### config.mk
export PLATFORM = sky130hd
export DESIGN_NAME = rtcc_core
export DESIGN_NICKNAME = d
export VERILOG_FILES = /design/src/inc/rtcc_pkg.sv /design/src/logic/rtcc_bcd_step.sv /design/src/logic/rtcc_core.sv
export VERILOG_INCLUDE_DIRS = /design/src /design/src/inc
export SDC_FILE = /design/constraint.sdc
export NUM_CORES = 1
export LEC_CHECK = 0
export ABC_AREA = 1
export BUFFER_PORTS_ARGS = -buffer_cell sky130_fd_sc_hd__buf_4
export CAP_MARGIN = 30
export CORE_ASPECT_RATIO = 1.1
export CORE_UTILIZATION = 60
export DETAILED_ROUTE_END_ITERATION = 8
export PLACE_DENSITY = 0.79
export SLEW_MARGIN = 20
export SYNTH_ARGS = -nofsm -noshare
export SYNTH_HDL_FRONTEND = slang
export SYNTH_SLANG_ARGS = --single-unit
### constraint.sdc
create_clock -name ref_clk -period 4.5 [get_ports ref_clk]
set_input_delay 1.125 -clock ref_clk [delete_from_list [all_inputs] [get_ports ref_clk]]
set_output_delay 1.125 -clock ref_clk [all_outputs]
set_load 0.005 [all_outputs]
### src/inc/rtcc_regs.svh
// register offsets, field positions, reset values and timing figures of the clock/calendar block
// assumes the serial front end presents byte addresses of the clock/control map
`ifndef RTCC_REGS_SVH
`define RTCC_REGS_SVH

// clock/control map addresses
`define RTCC_ADDR_CTRL 8'h10
`define RTCC_ADDR_SEC 8'h30
`define RTCC_ADDR_MIN 8'h31
`define RTCC_ADDR_HOUR 8'h32
`define RTCC_ADDR_DATE 8'h33
`define RTCC_ADDR_MON 8'h34
`define RTCC_ADDR_YEAR 8'h35
`define RTCC_ADDR_WDAY 8'h36
`define RTCC_ADDR_STATUS 8'h3F

// status register layout
`define RTCC_SR_BAT 7
`define RTCC_SR_AL1 6
`define RTCC_SR_AL0 5
`define RTCC_SR_REG_WRITE_LATCH 2
`define RTCC_SR_WEL 1
`define RTCC_SR_PLF 0
`define RTCC_SR_RESET 8'h01
`define RTCC_SR_SET_WEL 8'h02
`define RTCC_SR_SET_BOTH 8'h06
`define RTCC_SR_CLEAR 8'h00

// control register layout, nonvolatile fields
`define RTCC_CTRL_PROT_HI 7
`define RTCC_CTRL_PROT_LO 5
`define RTCC_CTRL_WD_HI 4
`define RTCC_CTRL_WD_LO 3
`define RTCC_PROT_DEFAULT 3'h0
`define RTCC_WD_DEFAULT 2'h0

// hour register layout
`define RTCC_HOUR_MIL 7
`define RTCC_HOUR_PM 5

// watchdog periods and reset hold in milliseconds, crystal frequency in hertz
`define RTCC_WD_T0_MS 1750
`define RTCC_WD_T1_MS 750
`define RTCC_WD_T2_MS 250
`define RTCC_WD_HOLD_MS 100
`define RTCC_XTAL_HZ 32768

`endif

### src/inc/rtcc_pkg.sv
// types of the clock/calendar block
// assumes rtcc_regs.svh supplies the numeric constants
package rtcc_pkg;

   typedef enum logic [1:0] {
      RTCC_WD_RUN,
      RTCC_WD_HOLD,
      RTCC_WD_OFF
   } rtcc_wd_state_t;

   typedef struct packed {
      logic xs1; // crystal sync, first stage
      logic xs2;
      logic xprev;
      logic ms1; // supply syncs
      logic ms2;
      logic bs1;
      logic bs2;
      logic [19:0] pre;
      logic [7:0] sec;
      logic [7:0] min;
      logic [7:0] hour;
      logic [7:0] date;
      logic [7:0] mon;
      logic [7:0] year;
      logic [2:0] wday;
      logic [6:0][7:0] shadow;
      logic write_latch;
      logic reg_write_latch;
      logic plf;
      logic backup_supply_flag;
      logic al0;
      logic al1;
      logic al0_snap;
      logic al1_snap;
      logic both_lost;
      logic ccr_wr_pend;
      logic [2:0] prot;
      logic [1:0] wdsel;
      rtcc_wd_state_t wd_st;
      logic [19:0] wd_cnt;
      logic [7:0] rd_data;
   } rtcc_state_t;

endpackage

### src/logic/rtcc_bcd_step.sv
// one BCD field stepped by one with wrap from hi back to lo
// assumes a legal BCD value; anything at or above hi also wraps
`timescale 1ns/1ps
module rtcc_bcd_step (
   input wire logic [7:0] val,
   input wire logic [7:0] lo,
   input wire logic [7:0] hi,
   output logic [7:0] nxt,
   output logic wrap
);
   // ones digit rolls into tens at 9
   always_comb begin
      wrap = (val >= hi);
      if (wrap) begin
         nxt = lo;
      end else if (val[3:0] == 4'h9) begin
         nxt = {val[7:4] + 4'h1, 4'h0};
      end else begin
         nxt = {val[7:4], val[3:0] + 4'h1};
      end
   end
endmodule // rtcc_bcd_step

### src/logic/rtcc_core.sv
// clock/calendar counters, status register, write latches, protect and watchdog
// assumes a serial front end on ref_clk decoding bytes into the strobes below
`timescale 1ns/1ps
`include "rtcc_regs.svh"
module rtcc_core #(
   parameter int XTAL_HZ = `RTCC_XTAL_HZ
) (
   input wire logic ref_clk,
   input wire logic reset,
   input wire logic nv_default,
   input wire logic xtal_clk,
   input wire logic main_supply_ok,
   input wire logic backup_supply_pin,
   input wire logic [7:0] reg_addr,
   input wire logic reg_wr,
   input wire logic [7:0] reg_wr_data,
   output logic reg_wr_ack,
   input wire logic rd_begin,
   output logic [7:0] reg_rd_data,
   input wire logic sr_rd_last_fall,
   input wire logic bus_start,
   input wire logic bus_stop,
   input wire logic alarm0_match,
   input wire logic alarm1_match,
   input wire logic [8:0] arr_addr,
   input wire logic arr_wr,
   output logic arr_wr_ack,
   output logic wd_reset_out
);
   import rtcc_pkg::*;

   // watchdog periods in crystal ticks, derived from the millisecond figures
   localparam logic [19:0] WD_P0 = 20'(`RTCC_WD_T0_MS * XTAL_HZ / 1000);
   localparam logic [19:0] WD_P1 = 20'(`RTCC_WD_T1_MS * XTAL_HZ / 1000);
   localparam logic [19:0] WD_P2 = 20'(`RTCC_WD_T2_MS * XTAL_HZ / 1000);
   localparam logic [19:0] WD_HOLD = 20'(`RTCC_WD_HOLD_MS * XTAL_HZ / 1000);
   localparam logic [19:0] PRE_TOP = 20'(XTAL_HZ - 1);

   rtcc_state_t cur_ff;
   rtcc_state_t nxt_st;

   logic xtick;
   logic sec_tick;
   logic [7:0] sec_n, min_n, h24_n, h12_n, date_n, mon_n, year_n;
   logic sec_w, min_w, h24_w, date_w, mon_w;
   logic [7:0] h12_val;
   logic [7:0] dim;
   logic leap;
   logic [7:0] hour_n;
   logic day_carry;
   logic [19:0] wd_period;
   logic in_clock;
   logic [2:0] clk_idx;
   logic prot_hit;
   logic [7:0] status_val;
   logic [7:0] rd_mux;

   // crystal edges found on the ref_clk side
   assign xtick = cur_ff.xs2 & ~cur_ff.xprev;
   assign sec_tick = xtick && (cur_ff.pre >= PRE_TOP);

   // leap year: two-digit BCD year divisible by four, no century skip
   assign leap = cur_ff.year[4] ? (cur_ff.year[3:0] == 4'h2 || cur_ff.year[3:0] == 4'h6)
                                : (cur_ff.year[3:0] == 4'h0 || cur_ff.year[3:0] == 4'h4 ||
                                   cur_ff.year[3:0] == 4'h8);

   // month length for the date wrap
   always_comb begin
      case (cur_ff.mon)
         8'h02: dim = leap ? 8'h29 : 8'h28;
         8'h04, 8'h06, 8'h09, 8'h11: dim = 8'h30;
         default: dim = 8'h31;
      endcase
   end

   // one stepper per field, two for the hour and none for the weekday; the chain below decides which step is taken
   rtcc_bcd_step u_sec (.val(cur_ff.sec), .lo(8'h00), .hi(8'h59), .nxt(sec_n), .wrap(sec_w));
   rtcc_bcd_step u_min (.val(cur_ff.min), .lo(8'h00), .hi(8'h59), .nxt(min_n), .wrap(min_w));
   rtcc_bcd_step u_h24 (.val({2'h0, cur_ff.hour[5:0]}), .lo(8'h00), .hi(8'h23), .nxt(h24_n), .wrap(h24_w));
   assign h12_val = {3'h0, cur_ff.hour[4:0]};
   rtcc_bcd_step u_h12 (.val(h12_val), .lo(8'h01), .hi(8'h12), .nxt(h12_n), .wrap());
   rtcc_bcd_step u_date (.val(cur_ff.date), .lo(8'h01), .hi(dim), .nxt(date_n), .wrap(date_w));
   rtcc_bcd_step u_mon (.val(cur_ff.mon), .lo(8'h01), .hi(8'h12), .nxt(mon_n), .wrap(mon_w));
   rtcc_bcd_step u_year (.val(cur_ff.year), .lo(8'h00), .hi(8'h99), .nxt(year_n), .wrap());

   // hour step in either format; 11 PM to 12 AM is the day boundary in 12-hour mode
   always_comb begin
      hour_n = cur_ff.hour;
      day_carry = 1'b0;
      if (cur_ff.hour[`RTCC_HOUR_MIL]) begin
         hour_n = {1'b1, 1'b0, h24_n[5:0]};
         day_carry = h24_w;
      end else if (h12_val == 8'h11) begin
         hour_n = {1'b0, 1'b0, ~cur_ff.hour[`RTCC_HOUR_PM], 5'h12};
         day_carry = cur_ff.hour[`RTCC_HOUR_PM];
      end else begin
         hour_n = {1'b0, 1'b0, cur_ff.hour[`RTCC_HOUR_PM], h12_n[4:0]};
      end
   end

   // watchdog period from the select field
   always_comb begin
      case (cur_ff.wdsel)
         2'h0: wd_period = WD_P0;
         2'h1: wd_period = WD_P1;
         2'h2: wd_period = WD_P2;
         default: wd_period = 20'h00000;
      endcase
   end

   // array protection ranges
   always_comb begin
      case (cur_ff.prot)
         3'h1: prot_hit = (arr_addr >= 9'h180);
         3'h2: prot_hit = (arr_addr >= 9'h100);
         3'h3: prot_hit = 1'b1;
         3'h4: prot_hit = (arr_addr <= 9'h03F);
         3'h5: prot_hit = (arr_addr <= 9'h07F);
         3'h6: prot_hit = (arr_addr <= 9'h0FF);
         3'h7: prot_hit = 1'b1;
         default: prot_hit = 1'b0;
      endcase
   end

   // array write handshake: no latch or a protected address, no acknowledge
   assign arr_wr_ack = arr_wr && cur_ff.write_latch && !prot_hit;
   assign in_clock = (reg_addr >= `RTCC_ADDR_SEC) && (reg_addr <= `RTCC_ADDR_WDAY);
   assign clk_idx = 3'(reg_addr - `RTCC_ADDR_SEC);

   // status byte; bits 3 and 4 always zero
   assign status_val = {cur_ff.backup_supply_flag, cur_ff.al1, cur_ff.al0, 2'b00,
                        cur_ff.reg_write_latch, cur_ff.write_latch, cur_ff.plf};

   // status writes are always taken; map writes need the write latch
   assign reg_wr_ack = reg_wr && ((reg_addr == `RTCC_ADDR_STATUS) || cur_ff.write_latch);

   // read data: clock bytes from the shadow so a rollover cannot tear a read
   always_comb begin
      if (in_clock) begin
         rd_mux = cur_ff.shadow[clk_idx];
      end else if (reg_addr == `RTCC_ADDR_STATUS) begin
         rd_mux = status_val;
      end else if (reg_addr == `RTCC_ADDR_CTRL) begin
         rd_mux = {cur_ff.prot, cur_ff.wdsel, 3'h0};
      end else begin
         rd_mux = 8'h00;
      end
   end

   // next state of the whole block
   always_comb begin
      nxt_st = cur_ff;
      // two-flop syncs for the crystal and both supply pins
      nxt_st.xs1 = xtal_clk;
      nxt_st.xs2 = cur_ff.xs1;
      nxt_st.xprev = cur_ff.xs2;
      nxt_st.ms1 = main_supply_ok;
      nxt_st.ms2 = cur_ff.ms1;
      nxt_st.bs1 = backup_supply_pin;
      nxt_st.bs2 = cur_ff.bs1;
      nxt_st.rd_data = rd_mux;

      // seconds prescaler on crystal edges
      if (xtick) begin
         nxt_st.pre = sec_tick ? 20'h00000 : cur_ff.pre + 20'h00001;
      end

      // calendar carry chain
      if (sec_tick) begin
         nxt_st.sec = sec_n;
         if (sec_w) begin
            nxt_st.min = min_n;
            if (min_w) begin
               nxt_st.hour = hour_n;
               if (day_carry) begin
                  nxt_st.wday = (cur_ff.wday >= 3'h6) ? 3'h0 : cur_ff.wday + 3'h1;
                  nxt_st.date = date_n;
                  if (date_w) begin
                     nxt_st.mon = mon_n;
                     if (mon_w) begin
                        nxt_st.year = year_n;
                     end
                  end
               end
            end
         end
      end

      // snapshot at the start of a read
      if (rd_begin) begin
         nxt_st.shadow = {5'h00, cur_ff.wday, cur_ff.year, cur_ff.mon, cur_ff.date,
                          cur_ff.hour, cur_ff.min, cur_ff.sec};
         if (reg_addr == `RTCC_ADDR_STATUS) begin
            nxt_st.al0_snap = cur_ff.al0;
            nxt_st.al1_snap = cur_ff.al1;
         end
      end

      // alarm flags: clear only what was seen at read start; a new match wins
      if (sr_rd_last_fall) begin
         if (cur_ff.al0_snap) nxt_st.al0 = 1'b0;
         if (cur_ff.al1_snap) nxt_st.al1 = 1'b0;
         nxt_st.al0_snap = 1'b0;
         nxt_st.al1_snap = 1'b0;
      end
      if (alarm0_match) nxt_st.al0 = 1'b1;
      if (alarm1_match) nxt_st.al1 = 1'b1;

      // backup flag follows the synced supply levels
      nxt_st.backup_supply_flag = ~cur_ff.ms2 & cur_ff.bs2;

      // register writes
      if (reg_wr) begin
         if (reg_addr == `RTCC_ADDR_STATUS) begin
            // latch writes take effect at once, no write cycle
            if (reg_wr_data == `RTCC_SR_SET_WEL) begin
               nxt_st.write_latch = 1'b1;
            end else if (reg_wr_data == `RTCC_SR_SET_BOTH && cur_ff.write_latch) begin
               nxt_st.reg_write_latch = 1'b1;
            end else if (reg_wr_data == `RTCC_SR_CLEAR) begin
               nxt_st.write_latch = 1'b0;
               nxt_st.reg_write_latch = 1'b0;
            end
         end else if (cur_ff.write_latch && cur_ff.reg_write_latch) begin
            nxt_st.ccr_wr_pend = 1'b1;
            if (in_clock) begin
               nxt_st.plf = 1'b0;
               case (clk_idx)
                  3'h0: nxt_st.sec = reg_wr_data;
                  3'h1: nxt_st.min = reg_wr_data;
                  3'h2: nxt_st.hour = reg_wr_data;
                  3'h3: nxt_st.date = reg_wr_data;
                  3'h4: nxt_st.mon = reg_wr_data;
                  3'h5: nxt_st.year = reg_wr_data;
                  default: nxt_st.wday = reg_wr_data[2:0];
               endcase
            end else if (reg_addr == `RTCC_ADDR_CTRL) begin
               nxt_st.prot = reg_wr_data[`RTCC_CTRL_PROT_HI:`RTCC_CTRL_PROT_LO];
               nxt_st.wdsel = reg_wr_data[`RTCC_CTRL_WD_HI:`RTCC_CTRL_WD_LO];
            end
         end
      end

      // a finished map write drops the register latch at the stop
      if (bus_stop && cur_ff.ccr_wr_pend) begin
         nxt_st.reg_write_latch = 1'b0;
         nxt_st.ccr_wr_pend = 1'b0;
      end

      // total loss: both supplies gone; flag rises when either returns
      if (!cur_ff.ms2 && !cur_ff.bs2) begin
         nxt_st.both_lost = 1'b1;
      end else if (cur_ff.both_lost) begin
         nxt_st.both_lost = 1'b0;
         nxt_st.plf = 1'b1;
      end

      // watchdog: starts reload, ticks count down, expiry holds reset
      case (cur_ff.wd_st)
         RTCC_WD_RUN: begin
            if (wd_period == 20'h00000) begin
               nxt_st.wd_st = RTCC_WD_OFF;
            end else if (bus_start) begin
               nxt_st.wd_cnt = wd_period;
            end else if (xtick) begin
               if (cur_ff.wd_cnt <= 20'h00001) begin
                  nxt_st.wd_st = RTCC_WD_HOLD;
                  nxt_st.wd_cnt = WD_HOLD;
               end else begin
                  nxt_st.wd_cnt = cur_ff.wd_cnt - 20'h00001;
               end
            end
         end
         RTCC_WD_HOLD: begin
            // starts during the reset hold are ignored
            if (xtick) begin
               if (cur_ff.wd_cnt <= 20'h00001) begin
                  nxt_st.wd_st = RTCC_WD_RUN;
                  nxt_st.wd_cnt = wd_period;
               end else begin
                  nxt_st.wd_cnt = cur_ff.wd_cnt - 20'h00001;
               end
            end
         end
         RTCC_WD_OFF: begin
            if (wd_period != 20'h00000) begin
               nxt_st.wd_st = RTCC_WD_RUN;
               nxt_st.wd_cnt = wd_period;
            end
         end
         default: nxt_st.wd_st = RTCC_WD_RUN;
      endcase

      // power-up: volatile state to defaults, nonvolatile fields kept unless nv_default is set
      if (reset) begin
         nxt_st.xs1 = 1'b0;
         nxt_st.xs2 = 1'b0;
         nxt_st.xprev = 1'b0;
         nxt_st.ms1 = 1'b1; // supplies assumed up, so no false total loss
         nxt_st.ms2 = 1'b1;
         nxt_st.bs1 = 1'b1;
         nxt_st.bs2 = 1'b1;
         nxt_st.pre = 20'h00000;
         nxt_st.sec = 8'h00;
         nxt_st.min = 8'h00;
         nxt_st.hour = 8'h00;
         nxt_st.date = 8'h00;
         nxt_st.mon = 8'h00;
         nxt_st.year = 8'h00;
         nxt_st.wday = 3'h0;
         nxt_st.shadow = '0;
         nxt_st.write_latch = 1'b0;
         nxt_st.reg_write_latch = 1'b0;
         nxt_st.plf = 1'(`RTCC_SR_RESET >> `RTCC_SR_PLF);
         nxt_st.backup_supply_flag = 1'b0;
         nxt_st.al0 = 1'b0;
         nxt_st.al1 = 1'b0;
         nxt_st.al0_snap = 1'b0;
         nxt_st.al1_snap = 1'b0;
         nxt_st.both_lost = 1'b0;
         nxt_st.ccr_wr_pend = 1'b0;
         nxt_st.wd_st = RTCC_WD_RUN;
         nxt_st.wd_cnt = WD_P0;
         nxt_st.rd_data = 8'h00;
         // survives reset unless defaults are forced
         if (nv_default) begin
            nxt_st.prot = `RTCC_PROT_DEFAULT;
            nxt_st.wdsel = `RTCC_WD_DEFAULT;
         end
      end
   end

   // the single state register; nonvolatile fields hold through reset unless nv_default is set
   always_ff @(posedge ref_clk) begin
      cur_ff <= nxt_st;
   end

   assign reg_rd_data = cur_ff.rd_data;
   assign wd_reset_out = (cur_ff.wd_st == RTCC_WD_HOLD);

endmodule // rtcc_core

==> impl_metrics.ini <==
[flow_run]
drv_cap = 0

[placed_design]
hpwl_mm = 17.2
port_buffers = 43
placed_area_um2 = 9730
pre_cts_ws_ns = 1.18
gp_congestion = 0.916

[worst_setup_path]
timing.rr.end = cur_ff[113]
reg2reg_slack_ns = 1.28
critPathKind = in -> out
cp_data_required_time_ns = 3.38
cp-start-kind = input pin
cp-end-kind = output pin
critical_path_arrival_ns = 2.21
cp_max_fo = 14
worstReg2RegStart = cur_ff[117]
worstRegToRegCells = 18

[die]
die_w_um = 122
die_area_um2 = 16200
io_pins = 50
core-area_um2 = 15200
initial_core_util_pct = 61.9
die_h_um = 133
rows = 47

[synth]
synthCells = 1369
synth_flop_cell = dfxtp_1
ys_top_cells_by_count = 241 x nand2_1, 174 x dfxtp_1, 170 x inv_1, 148 x a21oi_1, 144 x o21ai_0
synth_most_common_cell = nand2_1
ys_ff_latch = 174
synth_enable_flop_cells = 0
synth.top_cell.area_share_pct = 36.9
synth_nets = 1433
yosysTopAreaCell = dfxtp_1
synth_area_leaders = dfxtp_1 37%, nand2_1 9.6%, a21oi_1 7.9%
yosys_warnings = 0
synth-seq-area-share_pct = 36.9
syn-mean-instance-area_um2 = 6.89
syn_area_um2 = 9430
async_flop_share_pct = 0
yosysUniqueCellTypes = 52

[sta]
clock.fmax_mhz = 300
finClkSkew_ns = 0.0162
layout_min_cycle_time_ns = 3.34
setup_viol = 0
relSlewSlack_pct = 38.0
finalCritPeriodShare_pct = 74.2
slew_violations = 0
hold_violations = 0
tightest_slew_ns = 0.928
setup_tns_ns = 0
layout_setup_ws_ns = 1.16
rsz0062_at_grt = no

[power]
p_int_w = 0.00254
max-vdd-ir-drop_v = 0.000258
power_density_nw_per_um2 = 324
clockPowerShare_pct = 43.5
pwr-share-seq_pct = 48.2
combPwrFrac_pct = 8.3
switching_share_pct = 24.0
switchingPower_w = 0.000800
p_leak_nw = 4.62

[detailed_routing]
drt_first_iter_violations = 1004
wire_per_inst_um = 15.4
routed_wl_mm = 24.3
num_vias = 8998
ant_nets = 0
drc_errors = 0
dr.pass1.iters = 6
routed_via_density = 5.68

[hold_path]
min_path_cells = 1
hp-class = reg -> reg
whs_endpoint = cur_ff[174]
hold_start = cur_ff[175]

[global_route]
antenna_found_initial = 0
grt_pass1_wl_mm = 39.8
grt_max_degree = 92
grt-ovfl-total = 0
grt.total_usage_pct = 31.3
grt_pass1_vias = 8083

[clock_tree]
cts_num_sinks = 174
cts_buffer_depth = 2
cts_resized = 0
htreeDepth = 4
worstSkewPairLatency_ns = 0.44
ctsHoldBuffers = 0
cts_buffers = 17
post_cts_buffers = 0
clockRootBuffer = clkbuf_16
cts_tree = yes
clk_pin_slew_worst_paths_ns = 0.06

[outcome]
status = complete, no violations

[cells_and_area]
postLayoutCellArea_um2 = 10300
fin_util_pct = 67.6
diodes = 0
drive_gt1_share_pct = 9.58
nets = 1444
area_growth_pct = 9.20
-- stage by stage --
| step | hold slack (ns) | power [W] | cells |
|---|---|---|---|
| 2_1_floorplan | 0.388 | 0.00182 | 1369 |
| 3_3_place_gp | 0.394 | 0.00191 | 1557 |
| 3_5_place_dp | 0.395 | 0.00191 | 1557 |
| 4_1_cts | 0.409 | 0.00335 | 1584 |
| 5_1_grt | 0.427 | 0.00346 | 1584 |
| 6_report | 0.408 | 0.00334 | 1584 |
-- critical path, stage by stage --
cell and delay, ns:
buf_4 0.17, inv_2 0.14, nor2_2 0.20, nand3_1 0.23
a21oi_1 0.19, buf_4 0.14
-- cell families (layout without fill, tap and decap cells) --
group	after synthesis	in the layout	share of synthesized area, %
AO/OA/AOI/OAI	352	352	20.2
XOR/XNOR	26	26	2.42
adder cells (fa/ha/maj)	25	25	3.32
buffers and inverters	240	259	10.6
flip-flops	174	174	36.9
AND/OR/NAND/NOR	552	552	26.5
-- per-layer routing --
layer | up-vias | track usage [%] | part of all wire [%]
met5 | - | 0 | 0
met3 | 50 | 5.74 | 6.7
met1 | 4083 | 41.1 | 44
met4 | 0 | 13.1 | 3.0
li1 | 4534 | - | -
met2 | 331 | 50.1 | 47
-- power groups by stage --
stage | clock network, W | registers [W] | logic, W
after global placement | 0 | 0.00164 | 0.000265
after floorplan | 0 | 0.00164 | 0.000186
after CTS | 0.00147 | 0.00161 | 0.000271
after global routing | 0.00154 | 0.00161 | 0.000307
after detailed placement | 0 | 0.00164 | 0.000268
final | 0.00145 | 0.00161 | 0.000276
-- cells in the final DEF (no fill, tap or decap), types with 9 or more instances in the layout --
cell type	count
buf_4	45
xor2_1	21
nand4_1	24
nor3_1	22
o21ai_0	144
nor2_2	9
dfxtp_1	174
nor2_1	128
inv_2	14
clkbuf_16	17
nand2_1	241
inv_1	169
a21oi_1	148
ha_1	25
a22oi_1	13
nand3_1	83
nand2_2	12
-- flip-flops by register name, summed over array words and instances (netlist names) --
signal / cells
cur_ff: 166
reg_rd_data: 8
-- worst max-delay path by stage --
stage                      from          end  slack (ns)  cells past startpoint
global route        cur_ff[117]  cur_ff[109]        1.01                     19
CTS                 reg_addr[2]   reg_wr_ack        1.17                      6
detailed placement  reg_addr[2]   reg_wr_ack        1.18                      6
finish              reg_addr[2]   reg_wr_ack        1.16                      6
global placement    reg_addr[2]   reg_wr_ack        1.18                      6
floorplan           reg_addr[7]   reg_wr_ack        1.58                      5
-- cell type report --
type | count | area [µm²]
multi-input combinational | 955 | 4950
fill | 1353 | 4930
timing repair buffer | 46 | 358
clock inverter | 9 | 123
tap | 196 | 245
sequential | 174 | 3480
clock buffer | 18 | 439
inverter | 186 | 698
Note: power is estimated with default switching activity, not from simulation.
